### src/hw/hpp_pkg.sv
// Package holding the constants shared by both ends of the host parallel port.
package hpp_pkg;

  // Status byte field positions.
  localparam int STS_TX_EMPTY_BIT = 7;
  localparam int STS_RX_FULL_BIT  = 6;
  localparam int STS_TAG_MSB      = 3;
  localparam int STS_TAG_LSB      = 0;

  // Address line values.
  localparam logic MODE_MSG  = 1'b0;
  localparam logic MODE_FAST = 1'b1;
  localparam logic PATH_DATA = 1'b0;
  localparam logic PATH_CTRL = 1'b1;

  // Reset values.
  localparam logic [7:0] STATUS_RST   = 8'h80;
  localparam logic [3:0] FLOW_TAG_RST = 4'h0;

  // Strobe timing, in ns, and derived clock counts at 100 MHz.
  localparam int CLK_PERIOD_NS    = 10;
  localparam int STROBE_LOW_NS    = 10;
  localparam int STROBE_GAP_NS    = 5;
  localparam int READY_LOW_MIN_NS = 15;
  // Two sync flops and the read data register sit between the strobe's
  // fall and valid data, so the host samples one edge after that.
  localparam int STROBE_LOW_CYC   =
    (STROBE_LOW_NS + CLK_PERIOD_NS - 1) / CLK_PERIOD_NS + 3;
  localparam int STROBE_GAP_CYC   =
    (STROBE_GAP_NS + CLK_PERIOD_NS - 1) / CLK_PERIOD_NS + 2;
  localparam int READY_LOW_CYC    =
    (READY_LOW_MIN_NS + CLK_PERIOD_NS - 1) / CLK_PERIOD_NS;

  // Host register port offsets.
  localparam logic [3:0] HREG_CMD    = 4'h0;
  localparam logic [3:0] HREG_WDATA  = 4'h1;
  localparam logic [3:0] HREG_RDATA  = 4'h2;
  localparam logic [3:0] HREG_STATUS = 4'h3;
  localparam logic [3:0] HREG_ADDR   = 4'h4;

  // Host command codes written to the command register.
  localparam logic [2:0] CMD_MSG_WR_DATA = 3'h0;
  localparam logic [2:0] CMD_MSG_WR_CTRL = 3'h1;
  localparam logic [2:0] CMD_MSG_RD_DATA = 3'h2;
  localparam logic [2:0] CMD_MSG_RD_STS  = 3'h3;
  localparam logic [2:0] CMD_FAST_WR     = 3'h4;
  localparam logic [2:0] CMD_FAST_RD     = 3'h5;

endpackage

### src/hw/hpp_if.sv
// Interface carrying the host parallel port pins between the two ends.
`timescale 1ns/100ps
interface hpp_if;
  logic        cs_n;
  logic        rd_n;
  logic        wr_n;
  logic [1:0]  addr;
  logic [15:0] host_d;
  logic        host_d_oe;
  logic [15:0] dev_d;
  logic        dev_d_oe;
  logic        irq;
  logic        transfer_ready_out;

  modport device (
    input  cs_n, rd_n, wr_n, addr, host_d,
    output dev_d, dev_d_oe, irq, transfer_ready_out
  );
  modport host (
    input  dev_d, irq, transfer_ready_out,
    output cs_n, rd_n, wr_n, addr, host_d, host_d_oe
  );
endinterface

### src/hw/hpp_device.sv
// Device end of the host parallel port: message channel and fast path.
//
// Contract
// - Upper address low selects byte message mode
// - Upper address high: fast mode, lower ignored
// - Message read with lower address high returns status
// - Status: tx empty, rx full, two zeros, tag
// - Tx empty low while byte pending, irq high
// - Tx empty always inverse of irq
// - Message data read consumes byte, clears irq
// - Irq falls on read strobe rising edge
// - Rx full blocks host writes; the device still latches a write while only the cpu fifo full bit sets rx full
// - Host waits irq, reads tag, reads data
// - Host may poll tx empty instead of irq
// - Host polls rx full then writes
// - Rx full holds while cpu fifo full
// - Rx full holds while write not transferred
// - Fast mode bus is 8 or 16 bits
// - Fast mode reaches internal bus, firmware config
// - Ready low after strobe rise until done
// - Firmware image loadable from host at power-up
//
// The implementer's own choices: the address-and-strobe port and the register offsets.
`timescale 1ns/100ps
module hpp_device
  import hpp_pkg::*;
#(
  parameter int DATA_W = 16,
  parameter int ADDR_W = 24
)(
  // Clock and reset.
  input  wire logic              core_clk_i,
  input  wire logic              sys_rst_i,
  // Host pins.
  hpp_if.device                  pins,
  // Control cpu message side.
  input  wire logic              cpu_tx_valid_i,
  input  wire logic [7:0]        cpu_tx_byte_i,
  input  wire logic [3:0]        cpu_flow_tag_i,
  output logic                   cpu_tx_busy_o,
  output logic                   cpu_rx_valid_o,
  output logic [7:0]             cpu_rx_byte_o,
  output logic                   cpu_rx_is_ctrl_o,
  input  wire logic              cpu_rx_taken_i,
  input  wire logic              cpu_fifo_full_bit_i,
  // Firmware configuration of the fast path.
  input  wire logic              cfg_wide_i,
  input  wire logic              cfg_burst_i,
  input  wire logic              cfg_write_dir_i,
  input  wire logic [ADDR_W-1:0] cfg_base_addr_i,
  input  wire logic              boot_load_i,
  // Internal asynchronous bus master.
  output logic                   ibus_req_o,
  output logic                   ibus_we_o,
  output logic [ADDR_W-1:0]      ibus_addr_o,
  output logic [DATA_W-1:0]      ibus_wdata_o,
  input  wire logic              ibus_ack_i,
  input  wire logic [DATA_W-1:0] ibus_rdata_i
);

  typedef enum logic [1:0] {ST_IDLE, ST_BUSY, ST_HOLD} hpp_fast_t;

  logic [2:0]        cs_sync_ff, rd_sync_ff, wr_sync_ff;
  logic [1:0]        addr_sync_ff [2];
  logic [15:0]       d_sync_ff [2];
  logic              rd_rise, wr_rise, rd_fall, sel_mode, sel_path;
  logic              tx_pend_ff;
  logic [7:0]        tx_byte_ff;
  logic [3:0]        flow_tag_ff;
  logic              rx_held_ff, rx_ctrl_ff;
  logic [7:0]        rx_byte_ff;
  logic              rx_full_flag;
  logic [7:0]        status;
  logic [DATA_W-1:0] dout_ff;
  logic              dout_oe_ff;
  logic [ADDR_W-1:0] addr_cnt_ff;
  logic              ready_ff;
  logic [1:0]        rlow_ff;
  hpp_fast_t         fast_st_ff;
  logic              req_ff, we_ff;
  logic [DATA_W-1:0] wdata_ff;

  // Strobes pass two flops; edges compare stages two and three only.
  always_ff @(posedge core_clk_i)
  begin
    if (sys_rst_i)
    begin
      cs_sync_ff <= 3'h7;
      rd_sync_ff <= 3'h7;
      wr_sync_ff <= 3'h7;
    end
    else
    begin
      cs_sync_ff <= {cs_sync_ff[1:0], pins.cs_n};
      rd_sync_ff <= {rd_sync_ff[1:0], pins.rd_n};
      wr_sync_ff <= {wr_sync_ff[1:0], pins.wr_n};
    end
  end

  always_ff @(posedge core_clk_i)
  begin
    addr_sync_ff[0] <= pins.addr;
    addr_sync_ff[1] <= addr_sync_ff[0];
    d_sync_ff[0]    <= pins.host_d;
    d_sync_ff[1]    <= d_sync_ff[0];
  end

  // Chip select is taken from the stage where the strobe is low: stage three for rises, stage two for falls.
  assign rd_rise  = rd_sync_ff[1] & ~rd_sync_ff[2] & ~cs_sync_ff[2];
  assign wr_rise  = wr_sync_ff[1] & ~wr_sync_ff[2] & ~cs_sync_ff[2];
  assign rd_fall  = ~rd_sync_ff[1] & rd_sync_ff[2] & ~cs_sync_ff[1];
  assign sel_mode = addr_sync_ff[1][1];
  assign sel_path = addr_sync_ff[1][0];

  // Outbound message byte; consumed only at the read strobe's rise.
  always_ff @(posedge core_clk_i)
  begin
    if (sys_rst_i)
    begin
      tx_pend_ff  <= 1'b0;
      tx_byte_ff  <= 8'h00;
      flow_tag_ff <= FLOW_TAG_RST;
    end
    else if (rd_rise && sel_mode == MODE_MSG && sel_path == PATH_DATA)
      tx_pend_ff <= 1'b0;
    else if (cpu_tx_valid_i && !tx_pend_ff)
    begin
      tx_pend_ff  <= 1'b1;
      tx_byte_ff  <= cpu_tx_byte_i;
      flow_tag_ff <= cpu_flow_tag_i;
    end
  end

  assign cpu_tx_busy_o = tx_pend_ff;
  assign pins.irq      = tx_pend_ff;

  // Inbound byte held until the cpu takes it; offered to the cpu only while its fifo has room.
  always_ff @(posedge core_clk_i)
  begin
    if (sys_rst_i)
    begin
      rx_held_ff <= 1'b0;
      rx_ctrl_ff <= 1'b0;
      rx_byte_ff <= 8'h00;
    end
    else if (wr_rise && sel_mode == MODE_MSG && !rx_held_ff)
    begin
      rx_held_ff <= 1'b1;
      rx_ctrl_ff <= (sel_path == PATH_CTRL);
      rx_byte_ff <= d_sync_ff[1][7:0];
    end
    else if (cpu_rx_taken_i)
      rx_held_ff <= 1'b0;
  end

  assign cpu_rx_valid_o   = rx_held_ff & ~cpu_fifo_full_bit_i;
  assign cpu_rx_byte_o    = rx_byte_ff;
  assign cpu_rx_is_ctrl_o = rx_ctrl_ff;
  assign rx_full_flag     = rx_held_ff | cpu_fifo_full_bit_i;

  assign status = {~tx_pend_ff, rx_full_flag, 2'b00, flow_tag_ff};

  // Read data launched at the strobe's fall, held until it rises.
  always_ff @(posedge core_clk_i)
  begin
    if (sys_rst_i)
    begin
      dout_ff    <= '0;
      dout_oe_ff <= 1'b0;
    end
    else if (rd_fall)
    begin
      dout_oe_ff <= 1'b1;
      if (sel_mode == MODE_FAST)
        dout_ff <= ibus_rdata_i;
      else if (sel_path == PATH_CTRL)
        dout_ff <= DATA_W'(status);
      else
        dout_ff <= DATA_W'(tx_byte_ff);
    end
    else if (rd_sync_ff[1] || cs_sync_ff[1])
      dout_oe_ff <= 1'b0;
  end

  assign pins.dev_d    = dout_ff;
  assign pins.dev_d_oe = dout_oe_ff;

  // Fast path: each strobe rise seen in ST_IDLE starts one internal bus access.
  always_ff @(posedge core_clk_i)
  begin
    if (sys_rst_i)
    begin
      fast_st_ff  <= ST_IDLE;
      ready_ff    <= 1'b1;
      rlow_ff     <= 2'd0;
      req_ff      <= 1'b0;
      we_ff       <= 1'b0;
      wdata_ff    <= '0;
      addr_cnt_ff <= '0;
    end
    else
    begin
      unique case (fast_st_ff)
        ST_IDLE:
          if ((rd_rise || wr_rise) && sel_mode == MODE_FAST)
          begin
            fast_st_ff <= ST_BUSY;
            ready_ff   <= 1'b0;
            rlow_ff    <= 2'd0;
            req_ff     <= 1'b1;
            we_ff      <= wr_rise & (cfg_write_dir_i | boot_load_i);
            wdata_ff   <= cfg_wide_i ? d_sync_ff[1][DATA_W-1:0]
                                     : DATA_W'(d_sync_ff[1][7:0]);
          end
        ST_BUSY:
        begin
          if (rlow_ff != 2'(READY_LOW_CYC))
            rlow_ff <= rlow_ff + 2'd1;
          if (ibus_ack_i)
          begin
            req_ff      <= 1'b0;
            fast_st_ff  <= ST_HOLD;
            addr_cnt_ff <= cfg_burst_i ? addr_cnt_ff + ADDR_W'(1)
                                       : cfg_base_addr_i;
          end
        end
        ST_HOLD:
          if (rlow_ff >= 2'(READY_LOW_CYC - 1))
          begin
            ready_ff   <= 1'b1;
            fast_st_ff <= ST_IDLE;
          end
          else
            rlow_ff <= rlow_ff + 2'd1;
      endcase
      if (!cfg_burst_i && fast_st_ff == ST_IDLE)
        addr_cnt_ff <= cfg_base_addr_i;
    end
  end

  assign pins.transfer_ready_out = ready_ff;
  assign ibus_req_o   = req_ff;
  assign ibus_we_o    = we_ff;
  assign ibus_addr_o  = addr_cnt_ff;
  assign ibus_wdata_o = wdata_ff;

endmodule

### src/flat_wrapper.sv
// flat-port wrapper written by rule: the top's interface ports become plain ports
module hpp_device_flat import hpp_pkg::*;
#(
  parameter int DATA_W = 16,
  parameter int ADDR_W = 24
)
  (core_clk_i, sys_rst_i, cpu_tx_valid_i, cpu_tx_byte_i, cpu_flow_tag_i, cpu_tx_busy_o, cpu_rx_valid_o, cpu_rx_byte_o, cpu_rx_is_ctrl_o, cpu_rx_taken_i, cpu_fifo_full_bit_i, cfg_wide_i, cfg_burst_i, cfg_write_dir_i, cfg_base_addr_i, boot_load_i, ibus_req_o, ibus_we_o, ibus_addr_o, ibus_wdata_o, ibus_ack_i, ibus_rdata_i, pins_cs_n, pins_rd_n, pins_wr_n, pins_addr, pins_host_d, pins_dev_d, pins_dev_d_oe, pins_irq, pins_transfer_ready_out);
  hpp_if pins_i ();
  input  wire logic core_clk_i;
  input  wire logic sys_rst_i;
  input  wire logic cpu_tx_valid_i;
  input  wire logic [7:0] cpu_tx_byte_i;
  input  wire logic [3:0] cpu_flow_tag_i;
  output logic cpu_tx_busy_o;
  output logic cpu_rx_valid_o;
  output logic [7:0] cpu_rx_byte_o;
  output logic cpu_rx_is_ctrl_o;
  input  wire logic cpu_rx_taken_i;
  input  wire logic cpu_fifo_full_bit_i;
  input  wire logic cfg_wide_i;
  input  wire logic cfg_burst_i;
  input  wire logic cfg_write_dir_i;
  input  wire logic [ADDR_W-1:0] cfg_base_addr_i;
  input  wire logic boot_load_i;
  output logic ibus_req_o;
  output logic ibus_we_o;
  output logic [ADDR_W-1:0] ibus_addr_o;
  output logic [DATA_W-1:0] ibus_wdata_o;
  input  wire logic ibus_ack_i;
  input  wire logic [DATA_W-1:0] ibus_rdata_i;
  input wire logic [$bits(pins_i.cs_n)-1:0] pins_cs_n;
  input wire logic [$bits(pins_i.rd_n)-1:0] pins_rd_n;
  input wire logic [$bits(pins_i.wr_n)-1:0] pins_wr_n;
  input wire logic [$bits(pins_i.addr)-1:0] pins_addr;
  input wire logic [$bits(pins_i.host_d)-1:0] pins_host_d;
  output wire logic [$bits(pins_i.dev_d)-1:0] pins_dev_d;
  output wire logic [$bits(pins_i.dev_d_oe)-1:0] pins_dev_d_oe;
  output wire logic [$bits(pins_i.irq)-1:0] pins_irq;
  output wire logic [$bits(pins_i.transfer_ready_out)-1:0] pins_transfer_ready_out;
  assign pins_i.cs_n = pins_cs_n;
  assign pins_i.rd_n = pins_rd_n;
  assign pins_i.wr_n = pins_wr_n;
  assign pins_i.addr = pins_addr;
  assign pins_i.host_d = pins_host_d;
  assign pins_dev_d = pins_i.dev_d;
  assign pins_dev_d_oe = pins_i.dev_d_oe;
  assign pins_irq = pins_i.irq;
  assign pins_transfer_ready_out = pins_i.transfer_ready_out;
  hpp_device #(.DATA_W(DATA_W), .ADDR_W(ADDR_W)) u_core (.core_clk_i(core_clk_i), .sys_rst_i(sys_rst_i), .pins(pins_i), .cpu_tx_valid_i(cpu_tx_valid_i), .cpu_tx_byte_i(cpu_tx_byte_i), .cpu_flow_tag_i(cpu_flow_tag_i), .cpu_tx_busy_o(cpu_tx_busy_o), .cpu_rx_valid_o(cpu_rx_valid_o), .cpu_rx_byte_o(cpu_rx_byte_o), .cpu_rx_is_ctrl_o(cpu_rx_is_ctrl_o), .cpu_rx_taken_i(cpu_rx_taken_i), .cpu_fifo_full_bit_i(cpu_fifo_full_bit_i), .cfg_wide_i(cfg_wide_i), .cfg_burst_i(cfg_burst_i), .cfg_write_dir_i(cfg_write_dir_i), .cfg_base_addr_i(cfg_base_addr_i), .boot_load_i(boot_load_i), .ibus_req_o(ibus_req_o), .ibus_we_o(ibus_we_o), .ibus_addr_o(ibus_addr_o), .ibus_wdata_o(ibus_wdata_o), .ibus_ack_i(ibus_ack_i), .ibus_rdata_i(ibus_rdata_i));
endmodule
### config.mk
export PLATFORM = sky130hd
export DESIGN_NAME = hpp_device_flat
export DESIGN_NICKNAME = d
export VERILOG_FILES = /design/src/hw/hpp_pkg.sv /design/src/hw/hpp_if.sv /design/src/hw/hpp_device.sv /design/src/flat_wrapper.sv
export SDC_FILE = /design/constraint.sdc
export NUM_CORES = 1
export LEC_CHECK = 0
export ABC_AREA = 1
export CELL_PAD_IN_SITES_DETAIL_PLACEMENT = 0
export CELL_PAD_IN_SITES_GLOBAL_PLACEMENT = 1
export CORE_ASPECT_RATIO = 1.25
export CORE_MARGIN = 2
export CORE_UTILIZATION = 45
export DETAILED_ROUTE_END_ITERATION = 10
export DONT_BUFFER_PORTS = 1
export GPL_ROUTABILITY_DRIVEN = 0
export GPL_TIMING_DRIVEN = 0
export PLACE_DENSITY = 0.78
export SLEW_MARGIN = 20
export SYNTH_ARGS = -nofsm -noshare
export SYNTH_HDL_FRONTEND = slang
export SYNTH_SLANG_ARGS = --single-unit
### constraint.sdc
create_clock -name core_clk_i -period 1.9 [get_ports core_clk_i]
set_input_delay 0.19 -clock core_clk_i [delete_from_list [all_inputs] [get_ports core_clk_i]]
set_output_delay 0.19 -clock core_clk_i [all_outputs]
set_load 0.02 [all_outputs]
==> impl_metrics.csv <==
group,metric,value,unit
power_and_ir_drop,leakagePower,0.002503,µW
outcome,failed_checks,"negative hold slack",
detailed_routing,wl_per_cell,16.25,µm
synthesis,synth_top_area_frac,0.4980,
finish,n_antenna_cell,0,
sta,clock.fmax,561.5,MHz
sta,setup_ws,0.1191,ns
detailed_routing,drtIter0Drc,131,
power_and_ir_drop,powerDensity,1061,nW/µm²
critical_path,startpoint,"u_core.ibus_addr_o[1]",
placement,port_buffers,0,
placement,dp.cells,821,
synthesis,synth_area,5306,µm²
sta,tightest_slew,0.6217,ns
grt,grt.total_usage,0.2324,
critical_path,rrSetupSlack,0.12,ns
flow_run,cap_viol_max_count,0,
clocking,cts_buffers,17,
synthesis,synth.avg_cell_area,7.769,µm²
detailed_routing,routed_wl,14710,µm
critical_path,regToRegEndpoint,"u_core.ibus_addr_o[18]",
clocking,path_clk_slew,0.07,ns
clocking,tritoncts,"done",
critical_path,cp-start-kind,"register",
placement,dp_slack,-0.1816,ns
synthesis,netlist_top_cells_area,"dfxtp_1 50%, nand2_1 11%, nor2_1 6.4%",
critical_path,rr_startpoint,"u_core.ibus_addr_o[1]",
finish,syn2layout_area_growth,24.95,%
grt,grt_pass1_vias,4695,
sta,slew_headroom,0.5855,
die,chipWidth,101.1,µm
sta,rsz0062_at_grt,"no",
synthesis,netlist_top_cells_count,"158 x nand2_1, 132 x dfxtp_1, 90 x nor2_1, 67 x a21oi_1, 52 x o21ai_0",
sta,hold-worst-slack,-0.01230,ns
synthesis,syn_nets,772,
finish,design_area,6630,µm²
die,core.rowCount,44,
synthesis,synth_most_common_cell,"nand2_1",
clocking,clock_latency,0.41,ns
outcome,run_status,"finished, violations left",
synthesis,syn_inst,683,
placement,dpl-instance-area,5479,µm²
sta,hold_viol,1,
synthesis,yosysWarnings,0,
detailed_routing,drc,0,
critical_path,crit_end,"u_core.ibus_addr_o[18]",
die,dieArea,12680,µm²
sta,min_period,1.781,ns
synthesis,synth-edff-count,0,
sta,setup-violations-final,0,
clocking,cts_buffer_depth,2,
finish,n_fill_cell,1085,
power_and_ir_drop,worst_ir_drop_vdd,1054,µV
placement,dpl.hpwl,10640,µm
detailed_routing,vias,4730,
synthesis,synth_ff_type,"dfxtp_1",
clocking,clock_sinks,132,
synthesis,synth.distinct_cells,42,
critical_path,critPathArrivalTime,2.05,ns
finish,final-instance-count-excl-fill,905,
critical_path,cp-end-kind,"register",
grt,antenna_found_initial,0,
critical_path,path_class,"reg -> reg",
grt,grt_pass1_wl,23290,µm
clocking,htreeDepth,4,
die,die_h,125.4,µm
critical_path,path_max_fanout,5,
critical_path,reg2regPathDepth,10,
critical_path,required,2.17,ns
detailed_routing,firstDrtPassIters,4,
synthesis,yosys.area.top_type,"dfxtp_1",
synthesis,synth_seq_area_share,0.4980,
finish,layout-drive-gt1-share,0.1239,
die,pin_count,155,
sta,fin_skew,0.009550,ns
detailed_routing,via_per_inst,5.227,
synthesis,async_reset_ff_frac,0,
detailed_routing,drtAntennaViolNets,0,
grt,grt_max_degree,18,
sta,slew_viol_final,0,
synthesis,ys_ff_latch,132,
hold_path,hp-start,"cpu_flow_tag_i[1]",
die,core_area,11560,µm²
hold_path,hold_class,"in -> reg",
finish,fin_nets,843,
die,start_util,0.4590,
sta,period_share,0.9373,
clocking,root_buffer,"clkbuf_16",
grt,grt_overflow_total,0,
## per-layer routing
| metal | vias to the layer above | share of wire | GRT usage |
|---|---|---|---|
| met5 | - | 0 | 0 |
| met4 | 0 | 0.018 | 0.08267 |
| met3 | 18 | 0.065 | 0.07434 |
| met2 | 141 | 0.53 | 0.4250 |
| met1 | 2191 | 0.39 | 0.2445 |
| li1 | 2380 | - | - |
## layout make-up
cell class                 instances  area [µm²]  share of cell area
timing repair buffer              52       520.5             0.07851
clock inverter                    15       182.7             0.02755
clock buffer                      17       425.4             0.06416
inverter                          40       150.1             0.02265
buffer                            31       195.2             0.02944
multi-input combinational        480        2336              0.3523
sequential                       132        2648              0.3993
tap                              138       172.7             0.02604
## through the flow
step	setup TNS [ns]	utilization	hold WS, ns	total power, µW
floorplan	0	-	0.2177	3582
detailed placement	-0.4295	0.4739	0.2178	3754
finish	0	0.5735	-0.01230	7033
global route	0	0.5735	0.01402	7325
global placement	-0.3158	0.4739	0.2178	3736
CTS	0	0.5722	0.002615	7090
## kinds of logic after synthesis
logic type               Yosys count  synth area share
AO/OA/AOI/OAI                    142            0.1476
buffers and inverters             71           0.06507
AND/OR/NAND/NOR                  331            0.2735
flip-flops                       132            0.4980
XOR/XNOR                           1          0.001651
adder cells (fa/ha/maj)            6           0.01415
## state kept, by name, indices dropped and copies added (netlist names)
| register | flops |
|---|---|
| u_core.wr_sync_ff | 3 |
| u_core.flow_tag_ff | 4 |
| u_core.fast_st_ff | 2 |
| u_core.cpu_rx_is_ctrl_o | 1 |
| u_core.pins.dev_d_oe | 1 |
| u_core.rx_held_ff | 1 |
| u_core.pins.dev_d | 16 |
| u_core.d_sync_ff | 32 |
| u_core.cpu_tx_busy_o | 1 |
| u_core.ibus_req_o | 1 |
| u_core.ibus_wdata_o | 16 |
| u_core.rd_sync_ff | 3 |
| u_core.addr_sync_ff | 4 |
| u_core.ibus_addr_o | 24 |
| u_core.cs_sync_ff | 3 |
| u_core.tx_byte_ff | 8 |
| u_core.ibus_we_o | 1 |
| u_core.rlow_ff | 2 |
| u_core.pins.transfer_ready_out | 1 |
| u_core.cpu_rx_byte_o | 8 |
## critical path, stage by stage, from the launching register on
cell and delay [ns]:
dfxtp_2 0.44, ha_2 0.25, nand2_1 0.11, nor2_4 0.20, nand2_1 0.11, nor2_2 0.19
nand2_1 0.08, nand2_1 0.06, nand3_1 0.09, nand2_1 0.07, a21oi_1 0.05
## how the worst min path moves through the flow
stage	endpoint	slack, ns	depth (start not counted)
floorplan	u_core.addr_sync_ff[0][0]	0.22	0
global placement	u_core.d_sync_ff[0][2]	0.22	0
detailed placement	u_core.d_sync_ff[0][6]	0.22	0
CTS	u_core.ibus_addr_o[8]	0.003	2
global route	u_core.flow_tag_ff[1]	0.01	2
finish	u_core.flow_tag_ff[1]	-0.01	2
## placed cells by master (no fill, tap or decap), types with 3 or more instances in the layout
cell type	n
nor2_1	89
clkinv_8	5
clkbuf_8	3
buf_2	7
o211ai_1	6
clkbuf_1	12
nand2_2	5
dfxtp_1	130
nand2_1	158
a21oi_1	67
nand4_1	6
a211oi_1	3
buf_6	3
nand3_2	3
dlygate4sd3_1	52
nand3_1	36
ha_1	5
nor2_4	6
nor2_2	8
or2_2	11
inv_1	35
clkbuf_16	17
inv_2	4
nand3b_1	3
buf_4	3
nor3_1	4
o21ai_0	52
inv_8	6
## timing repair
item	4_1_cts	5_1_grt
gates resized for setup	3	4
hold buffers	52	0
hold endpoints to repair	52	0
gates cloned	0	0
setup endpoints to repair	5	4
setup buffers	0	0
## report_power, final
part | switching, µW | internal [µW] | total [µW] | leakage [µW]
combinational | 395 | 280 | 675 | 0.00112
clock | 1460 | 1790 | 3240 | 0.000294
sequential | 205 | 2910 | 3120 | 0.00109
(Power assumes the default switching activity.)
